<file path="config.mk">
export PLATFORM = sky130hd
export DESIGN_NAME = tsirq_ctrl
export DESIGN_NICKNAME = d
export VERILOG_FILES = /design/src/tsirq_ctrl.v
export VERILOG_INCLUDE_DIRS = /design/src /design/src/src
export SDC_FILE = /design/constraint.sdc
export NUM_CORES = 1
export LEC_CHECK = 0
export BUFFER_PORTS_ARGS = -buffer_cell sky130_fd_sc_hd__buf_2
export CORE_ASPECT_RATIO = 1.75
export CORE_MARGIN = 4
export CORE_UTILIZATION = 45
export CTS_BUF_LIST = sky130_fd_sc_hd__clkbuf_2 sky130_fd_sc_hd__clkbuf_4 sky130_fd_sc_hd__clkbuf_8
export DETAILED_ROUTE_END_ITERATION = 10
export PLACE_DENSITY = 0.63
export SYNTH_ARGS = -nofsm -noshare
export SYNTH_HDL_FRONTEND = slang
export SYNTH_SLANG_ARGS = --single-unit
</file>
<file path="constraint.sdc">
create_clock -name core_clk -period 7.51 [get_ports core_clk]
set_input_delay 0.751 -clock core_clk [delete_from_list [all_inputs] [get_ports core_clk]]
set_output_delay 0.751 -clock core_clk [all_outputs]
set_load 0.03 [all_outputs]
</file>
<file path="src/tsirq_map.vh">
`ifndef TSIRQ_MAP_VH
`define TSIRQ_MAP_VH
// Register word addresses on the Avalon word bus (address is word index).
`define TSIRQ_ADR_CFG 4'h0
`define TSIRQ_ADR_STAT 4'h1
`define TSIRQ_ADR_MASK 4'h2
`define TSIRQ_ADR_EVT 4'h3
`define TSIRQ_ADR_CLR 4'h4
`define TSIRQ_ADR_SLOTCFG 4'h8
// Config register fields.
`define TSIRQ_CFG_ARB_LSB 0
`define TSIRQ_CFG_ARB_MSB 2
`define TSIRQ_CFG_VEC_LSB 6
`define TSIRQ_CFG_VEC_MSB 7
// Per-slot config fields.
`define TSIRQ_SC_LVL_LSB 0
`define TSIRQ_SC_LVL_MSB 2
`define TSIRQ_SC_TOP 3
// Slot range and count.
`define TSIRQ_SLOT_FIRST 2
`define TSIRQ_SLOT_LAST 31
`define TSIRQ_NSLOT 32
`define TSIRQ_SLOT_RTC 16
// Status bits.
`define TSIRQ_ST_ACK 0
`define TSIRQ_ST_NOWIN 1
`define TSIRQ_NSTAT 2
// Reset values.
`define TSIRQ_RST_CFG 8'h00
`define TSIRQ_RST_SLOTCFG 4'h0
`define TSIRQ_RST_MASK 2'h0
`define TSIRQ_LVL_OFF 3'h0
`endif

</file>
<file path="src/tsirq_ctrl.v">
// The Avalon-MM interface to the registers and the register addresses were left to the implementer.
`timescale 1ns/1ps
`include "tsirq_map.vh"
module tsirq_ctrl (
	// Clock and reset.
	input wire core_clk,
	input wire sys_rst,
	// Avalon-MM slave.
	input wire [5:0] avs_address,
	input wire avs_read,
	input wire avs_write,
	input wire [31:0] avs_writedata,
	output reg [31:0] avs_readdata,
	output wire avs_waitrequest,
	// Submodule event pulses, one per slot, from the same clock domain.
	input wire [31:0] slot_event,
	// Intermodule bus request lines, bit n-1 is level n.
	output reg [6:0] irq_level_lines,
	// Arbitration cycle from the processor-side arbiter.
	input wire arb_start,
	input wire [2:0] arb_level,
	input wire [3:0] arb_number,
	// Answer of this block.
	output reg arb_respond,
	output reg [3:0] arb_priority,
	output reg [7:0] vector_out,
	output reg vector_valid,
	// Interrupt output.
	output wire irq
);
	reg [7:0] cfg_r;
	reg [3:0] slot_cfg_r [0:`TSIRQ_NSLOT-1];
	reg [31:0] flag_a_r;
	reg [31:0] flag_b_r;
	reg [`TSIRQ_NSTAT-1:0] stat_r;
	reg [`TSIRQ_NSTAT-1:0] mask_r;
	reg ack_phase_r;
	reg rd_ack_r;
	reg [31:0] pend;
	reg [31:0] cand;
	reg [4:0] win_slot;
	reg win_found;
	reg win_src_b;
	reg [6:0] lines_nxt;
	integer i;
	wire wr = avs_write;
	wire [3:0] reg_idx = avs_address[3:0];
	wire slot_space = avs_address[5];
	wire [4:0] slot_idx = avs_address[4:0];
	// Second source B event is the slot's own data bit of a write to the event register only, for simplicity.
	wire evt_wr = wr && !slot_space && (reg_idx == `TSIRQ_ADR_EVT);
	wire clr_wr = wr && !slot_space && (reg_idx == `TSIRQ_ADR_CLR);

	// Reads take one wait state so the registered read data stands when waitrequest drops.
	// Writes need none and land at the edge that presents them.
	assign avs_waitrequest = avs_read && !rd_ack_r;
	assign irq = |(stat_r & mask_r);

	// Source flags; the set beats a same-cycle clear so no event is lost.
	genvar g;
	generate
		for (g = 0; g < `TSIRQ_NSLOT; g = g + 1) begin : g_slot
			wire usable = (g >= `TSIRQ_SLOT_FIRST);
			always @(posedge core_clk or posedge sys_rst) begin
				if (sys_rst) begin
					flag_a_r[g] <= 1'b0;
					flag_b_r[g] <= 1'b0;
					slot_cfg_r[g] <= `TSIRQ_RST_SLOTCFG;
				end else begin
					if (usable && slot_event[g])
						flag_a_r[g] <= 1'b1;
					else if (clr_wr && avs_writedata[g])
						flag_a_r[g] <= 1'b0;
					if (usable && evt_wr && avs_writedata[g])
						flag_b_r[g] <= 1'b1;
					else if (clr_wr && avs_writedata[g] && avs_writedata[31])
						flag_b_r[g] <= 1'b0;
					if (wr && slot_space && slot_idx == g && usable)
						slot_cfg_r[g] <= avs_writedata[3:0];
				end
			end
		end
	endgenerate

	// Pending slots and request level lines.
	always @* begin
		pend = 32'h00000000;
		lines_nxt = 7'h00;
		for (i = `TSIRQ_SLOT_FIRST; i < `TSIRQ_NSLOT; i = i + 1) begin
			if ((flag_a_r[i] || flag_b_r[i]) &&
			    slot_cfg_r[i][`TSIRQ_SC_LVL_MSB:`TSIRQ_SC_LVL_LSB] != `TSIRQ_LVL_OFF) begin
				pend[i] = 1'b1;
				lines_nxt[slot_cfg_r[i][2:0] - 3'h1] = 1'b1;
			end
		end
	end

	// Candidate set: pending at the arbitrated level and matching arbitration number.
	always @* begin
		cand = 32'h00000000;
		for (i = `TSIRQ_SLOT_FIRST; i < `TSIRQ_NSLOT; i = i + 1) begin
			if (pend[i] && slot_cfg_r[i][2:0] == arb_level &&
			    {slot_cfg_r[i][`TSIRQ_SC_TOP], cfg_r[`TSIRQ_CFG_ARB_MSB:`TSIRQ_CFG_ARB_LSB]} == arb_number)
				cand[i] = 1'b1;
		end
	end

	// Lowest slot wins; scanning downward leaves the lowest match last.
	always @* begin
		win_slot = 5'h00;
		win_found = 1'b0;
		win_src_b = 1'b0;
		for (i = `TSIRQ_SLOT_LAST; i >= `TSIRQ_SLOT_FIRST; i = i - 1) begin
			if (cand[i]) begin
				win_slot = i[4:0];
				win_found = 1'b1;
				win_src_b = !flag_a_r[i];
			end
		end
	end

	// Arbitration answer is captured at the start pulse and held one cycle.
	// Sampling once at start keeps late requests out of this cycle's vector.
	always @(posedge core_clk or posedge sys_rst) begin
		if (sys_rst) begin
			arb_respond <= 1'b0;
			arb_priority <= 4'h0;
			vector_out <= 8'h00;
			vector_valid <= 1'b0;
			irq_level_lines <= 7'h00;
			ack_phase_r <= 1'b0;
		end else begin
			irq_level_lines <= lines_nxt;
			ack_phase_r <= arb_start;
			vector_valid <= 1'b0;
			arb_respond <= 1'b0;
			if (arb_start && win_found) begin
				arb_respond <= 1'b1;
				arb_priority <= {slot_cfg_r[win_slot][`TSIRQ_SC_TOP],
					cfg_r[`TSIRQ_CFG_ARB_MSB:`TSIRQ_CFG_ARB_LSB]};
				// Source B is told apart by flipping bit 5, unused by slot numbers.
				vector_out <= {cfg_r[`TSIRQ_CFG_VEC_MSB:`TSIRQ_CFG_VEC_LSB], win_src_b, win_slot};
				vector_valid <= 1'b1;
			end
		end
	end

	// Software registers and sticky status.
	always @(posedge core_clk or posedge sys_rst) begin
		if (sys_rst) begin
			cfg_r <= `TSIRQ_RST_CFG;
			mask_r <= `TSIRQ_RST_MASK;
			stat_r <= {`TSIRQ_NSTAT{1'b0}};
		end else begin
			if (wr && !slot_space && reg_idx == `TSIRQ_ADR_CFG)
				cfg_r <= avs_writedata[7:0];
			if (wr && !slot_space && reg_idx == `TSIRQ_ADR_MASK)
				mask_r <= avs_writedata[`TSIRQ_NSTAT-1:0];
			for (i = 0; i < `TSIRQ_NSTAT; i = i + 1) begin
				if (wr && !slot_space && reg_idx == `TSIRQ_ADR_STAT && avs_writedata[i])
					stat_r[i] <= 1'b0;
			end
			if (arb_start && win_found)
				stat_r[`TSIRQ_ST_ACK] <= 1'b1;
			if (arb_start && !win_found && |lines_nxt)
				stat_r[`TSIRQ_ST_NOWIN] <= 1'b1;
		end
	end

	// Read data registered in the wait state; the master takes it when waitrequest is low.
	always @(posedge core_clk or posedge sys_rst) begin
		if (sys_rst) begin
			avs_readdata <= 32'h00000000;
			rd_ack_r <= 1'b0;
		end else begin
			rd_ack_r <= avs_read && !rd_ack_r;
			if (avs_read && !rd_ack_r) begin
				if (slot_space) begin
					avs_readdata <= {28'h0000000, slot_cfg_r[slot_idx]};
				end else begin
					case (reg_idx)
						`TSIRQ_ADR_CFG: begin
							avs_readdata <= {24'h000000, cfg_r};
						end
						`TSIRQ_ADR_STAT: begin
							avs_readdata <= {30'h0000000, stat_r};
						end
						`TSIRQ_ADR_MASK: begin
							avs_readdata <= {30'h0000000, mask_r};
						end
						`TSIRQ_ADR_EVT: begin
							avs_readdata <= flag_b_r;
						end
						`TSIRQ_ADR_CLR: begin
							avs_readdata <= flag_a_r;
						end
						default: begin
							avs_readdata <= 32'h00000000;
						end
					endcase
				end
			end
		end
	end
endmodule // tsirq_ctrl

</file>
* Word level (Yosys, flattened, before mapping)
Cells that the tools add are included.
Word-level totals: flip-flop bits (word level) 245, word-level logic and storage cells 1102
Operators by class: $add $sub $neg 30, order comparisons 62, equal/unequal tests 94, multiplexer cells 373, bitwise operators 32, reductions and logical operators 411
Operator list (number):
- 2-to-1 mux 1 bit | 275
- logical AND 1 bit | 253
- 2-to-1 mux 7 bit | 30
- OR 7 bit | 29
- one-hot mux 32 bit (5 select lines) | 1
- 2-to-1 mux 5 bit | 30
- nonzero test 2 bit | 62
- == test 4 bit | 30
- < comparator 3 x 4 -> 1 bit (second input constant) | 30
- demux 1 bit (select 3 bit) | 30
- == test 3 bit | 30
- greater-or-equal comparator 3 x 1 -> 1 bit (second input constant) | 30
- nonzero test 3 bit | 30
- subtractor 3 x 1 -> 3 bit (second input constant) | 30
- == test 5 bit (second input constant) | 16
- binary-select mux 4 bit (select 5 bit) | 2
- == test 5 x 4 -> 1 bit (second input constant) | 8
- zero test 1 bit | 33
- 2-to-1 mux 32 bit | 1
- logical OR 1 bit | 30
- == test 5 x 3 -> 1 bit (second input constant) | 4
- 2-to-1 mux 4 bit | 4
- greater-or-equal comparator 6 bit (second input constant) | 2
- inverter 5 -> 6 bit | 2
- other kinds (8) | 10

* Logic depth before layout (Yosys ltp)
Gate-level depths: netlist of the first run.
depth after elaboration 67, depth in mapped cells 16, depth with buffers taken out 14

* Worst setup path before layout of the first run
No wires, ideal clock.
path kind in2reg, start point in arb_number[3], end point reg arb_priority[3], setup time 0.095 ns, arrival 3.375 ns, path slack 4.040 ns, cell stages on the path 14, buffers on the path 3, cells stage by stage buf_4 buf_6 buf_6 xnor2_1 nand2_1 nor4_2 nand3_1 a31o_1 a211oi_1 o21ai_2 mux2i_1 mux2_2 a311o_1 nor4b_2
Between the ends: word-level cells in the longest chain between the ends 37
Ends and longest elaborated chain:
- from (decl) | RTL line tsirq_ctrl.v:22 | input wire [3:0] arb_number,
- == test 4 bit | RTL line tsirq_ctrl.v:103 | {slot_cfg_r[i][`TSIRQ_SC_TOP], cfg_r[`TSIRQ_CFG_ARB_MSB:`TSIRQ_CFG_ARB_LSB]} == arb_number)
- logical AND 1 bit | RTL line tsirq_ctrl.v:102 | if (pend[i] && slot_cfg_r[i][2:0] == arb_level &&
- 2-to-1 mux 1 bit | RTL line tsirq_ctrl.v:102
- 2-to-1 mux 5 bit (30 in series) | RTL line tsirq_ctrl.v:114 | if (cand[i]) begin
- inverter 5 -> 6 bit (implied by the code) | RTL line tsirq_ctrl.v:139 | arb_priority <= {slot_cfg_r[win_slot][`TSIRQ_SC_TOP],
- binary-select mux 4 bit (select 5 bit) | RTL line tsirq_ctrl.v:139
- 2-to-1 mux 4 bit (implied by the code) (2 in series) | RTL line tsirq_ctrl.v:139
- to (signal assigned) | RTL line tsirq_ctrl.v:139
- to (decl) | RTL line tsirq_ctrl.v:25 | output reg [3:0] arb_priority,
Parallel ways exist; a longest one is shown, timed or not. The select of a mux whose other input is x is not followed. A chain may end at the register's enable or synchronous reset.

* Final worst setup path of the first run
start point reg slot_cfg_r[12] (netlist name), end point reg stat_r[1]
RTL lines:
- from (decl) | RTL line tsirq_ctrl.v:32 | reg [3:0] slot_cfg_r [0:`TSIRQ_NSLOT-1];
- from (signal, indexed assignment) | RTL line tsirq_ctrl.v:68 | slot_cfg_r[g] <= `TSIRQ_RST_SLOTCFG;
- from (signal, indexed assignment) | RTL line tsirq_ctrl.v:79 | slot_cfg_r[g] <= avs_writedata[3:0];
- subtractor 3 x 1 -> 3 bit | RTL line tsirq_ctrl.v:93 | lines_nxt[slot_cfg_r[i][2:0] - 3'h1] = 1'b1;
- < comparator 3 x 4 -> 1 bit (implied by the code) or greater-or-equal comparator 3 x 1 -> 1 bit (tied branches) | RTL line tsirq_ctrl.v:93
- logical AND 1 bit (implied by the code) | RTL line tsirq_ctrl.v:93
- 2-to-1 mux 1 bit (implied by the code) | RTL line tsirq_ctrl.v:93
- demux 1 bit (select 3 bit) | RTL line tsirq_ctrl.v:93
- OR 7 bit (no line)
- 2-to-1 mux 7 bit (*) | RTL line tsirq_ctrl.v:90 | if ((flag_a_r[i] || flag_b_r[i]) &&
- OR 7 bit (no line)
- 2-to-1 mux 7 bit (*) | RTL line tsirq_ctrl.v:90
- OR 7 bit (no line)
- 2-to-1 mux 7 bit (*) | RTL line tsirq_ctrl.v:90
- OR 7 bit (no line)
- 2-to-1 mux 7 bit (*) | RTL line tsirq_ctrl.v:90
- via lines_nxt[5] | RTL line tsirq_ctrl.v:44 | reg [6:0] lines_nxt;
- OR reduction 7 bit (*) | RTL line tsirq_ctrl.v:165 | if (arb_start && !win_found && |lines_nxt)
- logical AND 1 bit (*) | RTL line tsirq_ctrl.v:165
- 2-to-1 mux 1 bit or nonzero test 2 bit (tied branches)
- to (signal assigned) | RTL line tsirq_ctrl.v:153 | stat_r <= {`TSIRQ_NSTAT{1'b0}};
- to (decl) | RTL line tsirq_ctrl.v:35 | reg [`TSIRQ_NSTAT-1:0] stat_r;
Mark *: on every way through the listed nets, which the timed path passes. The rest lies on a longest branch.

==> results of run 1 <==
-- report_power, final --
part           switching [mW]  internal, mW
sequential              0.304          1.51
clock                   0.599         0.747
combinational            1.33         0.721
total                    2.23          2.98
-- per-stage QoR --
stage / hold WS [ns] / cell area (um2) / cells / util
floorplan: 0.467 / 17300 / 1882 / -
global placement: 0.454 / 18200 / 2412 / 0.483
detailed placement: 0.460 / 18200 / 2412 / 0.483
CTS: 0.298 / 19100 / 2486 / 0.507
global route: 0.315 / 19100 / 2487 / 0.507
finish: 0.307 / 19100 / 2487 / 0.507
-- logic make-up after synthesis --
| group | count (synthesis) | synth area share |
|---|---|---|
| mux | 133 | 0.107 |
| compound gates | 400 | 0.168 |
| buf+inv | 208 | 0.0534 |
| simple gates | 677 | 0.193 |
| fa+ha+maj | 60 | 0.0434 |
| flops | 245 | 0.354 |
| xor+xnor | 159 | 0.0809 |
-- state kept, by name, summed over array words and instances (netlist names) --
name,cells
arb_priority,4
avs_readdata,32
cfg_r,8
flag_a_r,30
flag_b_r,30
irq_level_lines,7
mask_r,2
rd_ack_r,1
slot_cfg_r,120
stat_r,2
vector_out,8
vector_valid,1
-- cell usage in the layout, fill, tap and decap left out, drive strengths merged, types with 23 or more instances in the layout --
cell	Yosys	layout
xor2	40	40
nand4	25	25
nand3	31	31
ha	60	60
o31ai	29	29
a22oi	35	35
buf	38	155
nor3	107	107
a21oi	38	38
inv	103	103
or2	23	23
dfrtp	245	245
a22o	36	36
mux2	91	91
o22ai	46	46
o21ai	77	77
nor4	49	49
nand2	257	257
a21o	32	32
clkbuf	67	63
xnor2	119	119
nor2	81	81
mux4	32	32
or3	24	24
-- synth_stat cells, drive strengths merged (4+ instances only) --
library cell  instances  area share
a2111oi              14      0.0075
a211oi                9      0.0039
a21o                 32       0.014
a21oi                38       0.011
a221oi                4      0.0020
a22o                 36       0.018
a22oi                35       0.015
a311oi                4      0.0020
a31oi                10      0.0036
and2                 12      0.0043
and3                  5      0.0018
buf                  38       0.017
clkbuf               67       0.015
dfrtp               245        0.35
ha                   60       0.043
inv                 103       0.022
mux2                 91       0.059
mux2i                10      0.0058
mux4                 32       0.042
nand2               257       0.056
nand2b               13      0.0047
nand3                31      0.0093
nand4                25      0.0090
nor2                 81       0.018
nor2b                15      0.0054
nor3                107       0.031
nor4                 49       0.018
o2111ai               7      0.0035
o211ai                9      0.0045
o21ai                77       0.023
o221ai                4      0.0020
o22a                  4      0.0020
o22ai                46       0.021
o311ai                4      0.0020
o31ai                29       0.013
o32ai                10      0.0051
or2                  23      0.0086
or3                  24      0.0088
or4                  21      0.0098
xnor2               119       0.061
xor2                 40       0.020
-- area by class of cell --
type	instances	area share
Timing Repair Buffer	155	0.0439
Sequential cell	245	0.320
Inverter	103	0.0206
Clock inverter	11	0.00562
Antenna cell	1	0.000131
Tap cell	480	0.0314
Clock buffer	63	0.0417
Multi-Input combinational cell	1429	0.536
-- critical path, stage by stage (launching register included) --
cell	delay (ns)
dfrtp_1	0.51
inv_1	0.16
ha_1	0.15
inv_1	0.05
o22ai_1	0.57
nor2_1	0.14
nand3_1	0.35
o31ai_1	0.32
nor4_1	0.64
nand4_1	0.14
or4_1	0.58
or4_1	0.41
nor4_1	0.85
o31ai_1	0.18
-- worst max-delay path by stage --
stage | startpoint | cells after the start | endpoint | slack (ns)
6_report | slot_cfg_r[12]$_DFFE_PP0P_ | 13 | stat_r[1]$_DFFE_PP0P_ | 2.31
5_1_grt | slot_cfg_r[108]$_DFFE_PP0P_ | 13 | stat_r[1]$_DFFE_PP0P_ | 2.30
4_1_cts | slot_cfg_r[12]$_DFFE_PP0P_ | 13 | stat_r[1]$_DFFE_PP0P_ | 2.46
3_5_place_dp | slot_cfg_r[12]$_DFFE_PP0P_ | 13 | stat_r[1]$_DFFE_PP0P_ | 2.48
3_3_place_gp | slot_cfg_r[12]$_DFFE_PP0P_ | 13 | stat_r[1]$_DFFE_PP0P_ | 2.48
2_1_floorplan | sys_rst | 1 | arb_priority[0]$_DFFE_PP0P_ | 0.03
-- routing by layer --
layer,vias to the layer above,global-route usage,part of all wire
li1,7070,-,-
met1,7844,0.410,0.36
met2,805,0.596,0.48
met3,243,0.0517,0.067
met4,0,0.273,0.095
met5,-,0,0
==> flow_summary.ini, run 1 <==
[flow_run]
maxCapViolations = 0

[pwr]
p_per_area_nw_per_um2 = 272
peakVddDrop_mv = 0.171
p_leak_nw = 8.13
power_mw = 5.22

[yosys]
synth_seq_cells = 245
synth.yosys.seq_area_share = 0.354
synth_cells = 1882
synth_cell_types = 94
syn_nets = 2024
synth.avg_cell_area_um2 = 9.19
ys.flop_type = dfrtp_1
post_synth_instance_area_um2 = 17300
synth_edf_count = 0
yosys_warnings = 0
async_flop_share = 1.00

[route]
via_count = 16000
drtPass1Iterations = 8
routed_wl_um = 75900
route.detailed.drc = 0
wl_per_cell_um = 30.5
ant_nets = 0
via_per_inst = 6.42
dr.first_iter.drc_count = 1575

[timing]
final-setup-viol-count = 0
tightestPinTransition_ns = 1.20
clock_skew_ns = 0.0442
report.final.slew_viol_count = 0
setup_ws_ns = 2.31
period_minus_slack_ns = 5.20
finalHoldViolations = 0
fin_setup_tns_ns = 0
rsz0062_at_grt = no
timing.final.crit_share = 0.693
max_freq_mhz = 192
relSlewSlack = 0.180

[layout]
layout.nets = 2117
final-seq-area_um2 = 6130
drive_gt1_frac = 0.205
multi_input_area_um2 = 10300
syn_to_final_growth_pct = 10.6
fillers = 3566

[clock_network]
cts-resized-gates = 0
clk_latency_ns = 0.60
cts_root_buffer = clkbuf_8
htree_num_levels = 2
clock_sinks = 245
cts_tree = built
ctsHoldBuffers = 0
clockBufferDepth = 3
path_clk_slew_ns = 0.07
cts_inserted_buffers = 41
post-cts-setup-buffers = 0

[global_routing]
grt_max_degree = 144
grt_pass1_vias = 15800
antenna_found_initial = 1
grt.total_usage = 0.357
grt_pass1_wl_um = 108000
grt_remaining_overflow = 0

[worst_setup_path]
r2r_end = stat_r[1]$_DFFE_PP0P_
rrSetupSlack_ns = 2.31
crit_type = reg2reg
cp-end-kind = flop
start_kind = flop
cp.arrival_ns = 5.65
reg2reg_from = slot_cfg_r[12]$_DFFE_PP0P_
ff2ff_path_depth = 13
worstPathMaxFanout = 7
worstPathRequired_ns = 7.96

[placed_design]
place_congestion = 1.03
dp_hpwl_um = 60200
io_buffers = 134
pre_cts_slack_ns = 2.48

[floorplan]
core_um2 = 37800
die_area_um2 = 41800
num_rows = 94
pin_count = 137
initial_core_util = 0.458
die_y_um = 267
die_w_um = 156

[outcome]
status = finished, final reports clean

[worst_hold_path]
hold_path.class = in2async
Note: power is estimated with default switching activity, not from simulation.
==> run 2: changes to the inputs <==
--- a/config.mk
+++ b/config.mk
@@ -12,7 +12,7 @@
 export CORE_UTILIZATION = 45
 export CTS_BUF_LIST = sky130_fd_sc_hd__clkbuf_2 sky130_fd_sc_hd__clkbuf_4 sky130_fd_sc_hd__clkbuf_8
 export DETAILED_ROUTE_END_ITERATION = 10
-export PLACE_DENSITY = 0.63
+export PLACE_DENSITY = 0.61
 export SYNTH_ARGS = -nofsm -noshare
 export SYNTH_HDL_FRONTEND = slang
 export SYNTH_SLANG_ARGS = --single-unit
==> constraint.sdc (replaced) <==
create_clock -name core_clk -period 5.1 [get_ports core_clk]
set_input_delay 0.51 -clock core_clk [delete_from_list [all_inputs] [get_ports core_clk]]
set_output_delay 0.51 -clock core_clk [all_outputs]
set_load 0.03 [all_outputs]
==> flow_summary.ini, run 2 (synthesized netlist as in run 1, its figures left out) <==
[outcome]
status = finished, final reports clean

[global_routing]
grt_remaining_overflow = 0
antenna_found_initial = 3
grt_pass1_vias = 16200
grt_pass1_wl_um = 110000
grt.total_usage = 0.366
grt_max_degree = 100

[timing]
fin_setup_tns_ns = 0
clock_skew_ns = 0.0199
period_minus_slack_ns = 4.47
report.final.slew_viol_count = 0
finalHoldViolations = 0
fin_worst_hold_slack_ns = 0.101
timing.final.crit_share = 0.877
max_freq_mhz = 224
final-setup-viol-count = 0
rsz0062_at_grt = no
relSlewSlack = 0.190
tightestPinTransition_ns = 1.21

[worst_setup_path]
worstPathRequired_ns = 5.51
crit_type = reg2reg
cp_slowest_stage_delay_ns = 0.57
crit_chain = inv_1, ha_1, inv_1, o22ai_1, nor2_1, nand3_1, o31ai_1, nor4_1, buf_4, nand4_1, or4_1, or4_1, nor4_1, buf_4, o31ai_1
crit_buf_inv = 4
rrSetupSlack_ns = 0.63
cpMaxStageDelayCell = or4_1
cp-end-kind = flop
crit_family = simple AND/OR/NAND/NOR gates
worstPathMaxFanout = 6
cp.arrival_ns = 4.89
ff2ff_path_depth = 15
r2r_end = stat_r[1]$_DFFE_PP0P_
reg2reg_from = slot_cfg_r[13]$_DFFE_PP0P_
start_kind = flop

[layout]
layout.nets = 2166
drive_gt1_frac = 0.223
largest_reg_flops = 120
final_common_cell = nand2_1
fillers = 3604
mostFrequentLayoutCells = 257 x nand2_1, 245 x dfrtp_1, 134 x buf_2
regMostFlops = slot_cfg_r
reg_top3 = slot_cfg_r x120, avs_readdata x32
fin_area_um2 = 19500
syn_to_final_growth_pct = 12.9
final-seq-area_um2 = 6130
multi_input_area_um2 = 10300
final_cell_count_no_fill = 2537

[clock_network]
cts_inserted_buffers = 40
ctsHoldBuffers = 0
clockBufferDepth = 3
htree_num_levels = 2
cts_tree = built
post-cts-setup-buffers = 0
cts-resized-gates = 0
clk_latency_ns = 0.58
clock_sinks = 245
cts_root_buffer = clkbuf_8
path_clk_slew_ns = 0.07

[route]
route.detailed.drc = 0
via_count = 16100
via_per_inst = 6.35
routed_wl_um = 77400
wl_per_cell_um = 30.5
drtPass1Iterations = 6
dr.first_iter.drc_count = 1423
ant_nets = 0

[floorplan]
num_rows = 94
initial_core_util = 0.458
pin_count = 137
die_w_um = 156
die_y_um = 267
die_area_um2 = 41800
core_um2 = 37800

[pwr]
p_per_area_nw_per_um2 = 402
power_mw = 7.86
p_leak_nw = 8.37
peakVddDrop_mv = 0.297

[placed_design]
place_inst = 2462
placed_area_um2 = 18600
place_congestion = 1.06
io_buffers = 134
dp_hpwl_um = 61700

[worst_hold_path]
hold_path.class = in2async

[flow_run]
maxCapViolations = 0
-- run 2: changes by cell type in the layout (fill, tap and decap cells not counted), sizes merged --
| cell | delta |
|---|---|
| buf | +50 |
| bufinv | +1 |
| clkinv | -4 |
| clkinvlp | +2 |
| diode | +1 |
-- run 2: worst max-delay path by stage --
stage	depth (start not counted)	to	slack, ns	from
global route	14	stat_r[1]$_DFFE_PP0P_	0.47	slot_cfg_r[60]$_DFFE_PP0P_
floorplan	1	arb_priority[0]$_DFFE_PP0P_	1.37	sys_rst
CTS	14	stat_r[1]$_DFFE_PP0P_	0.72	slot_cfg_r[61]$_DFFE_PP0P_
global placement	14	stat_r[1]$_DFFE_PP0P_	0.66	slot_cfg_r[117]$_DFFE_PP0P_
detailed placement	11	arb_priority[3]$_DFFE_PP0P_	0.74	arb_number[3]
finish	15	stat_r[1]$_DFFE_PP0P_	0.63	slot_cfg_r[13]$_DFFE_PP0P_
-- run 2: report_power, final --
group | internal (mW) | switching, mW
combinational | 1.17 | 2.02
sequential | 2.23 | 0.432
clock | 1.14 | 0.861
-- run 2: layout make-up --
| class | instances | area share |
|---|---|---|
| clock buffers | 63 | 0.0406 |
| well taps | 480 | 0.0308 |
| flip-flops and latches | 245 | 0.314 |
| clock inverters | 10 | 0.00685 |
| inverters | 103 | 0.0200 |
| multi-input cells | 1429 | 0.525 |
| diodes | 2 | 0.000256 |
| repair buffers | 205 | 0.0623 |
-- run 2: metrics by stage --
stage          setup slack [ns]  utilization
2_1_floorplan              1.37            -
3_3_place_gp              0.661        0.493
3_5_place_dp              0.742        0.493
4_1_cts                   0.718        0.517
5_1_grt                   0.468        0.517
6_report                  0.629        0.517
-- run 2: metal layers --
layer,share of wire,track usage,up-vias
li1,-,-,7151
met3,0.069,0.0568,257
met5,0.00017,0,-
met4,0.098,0.279,2
met2,0.48,0.609,813
met1,0.36,0.419,7899
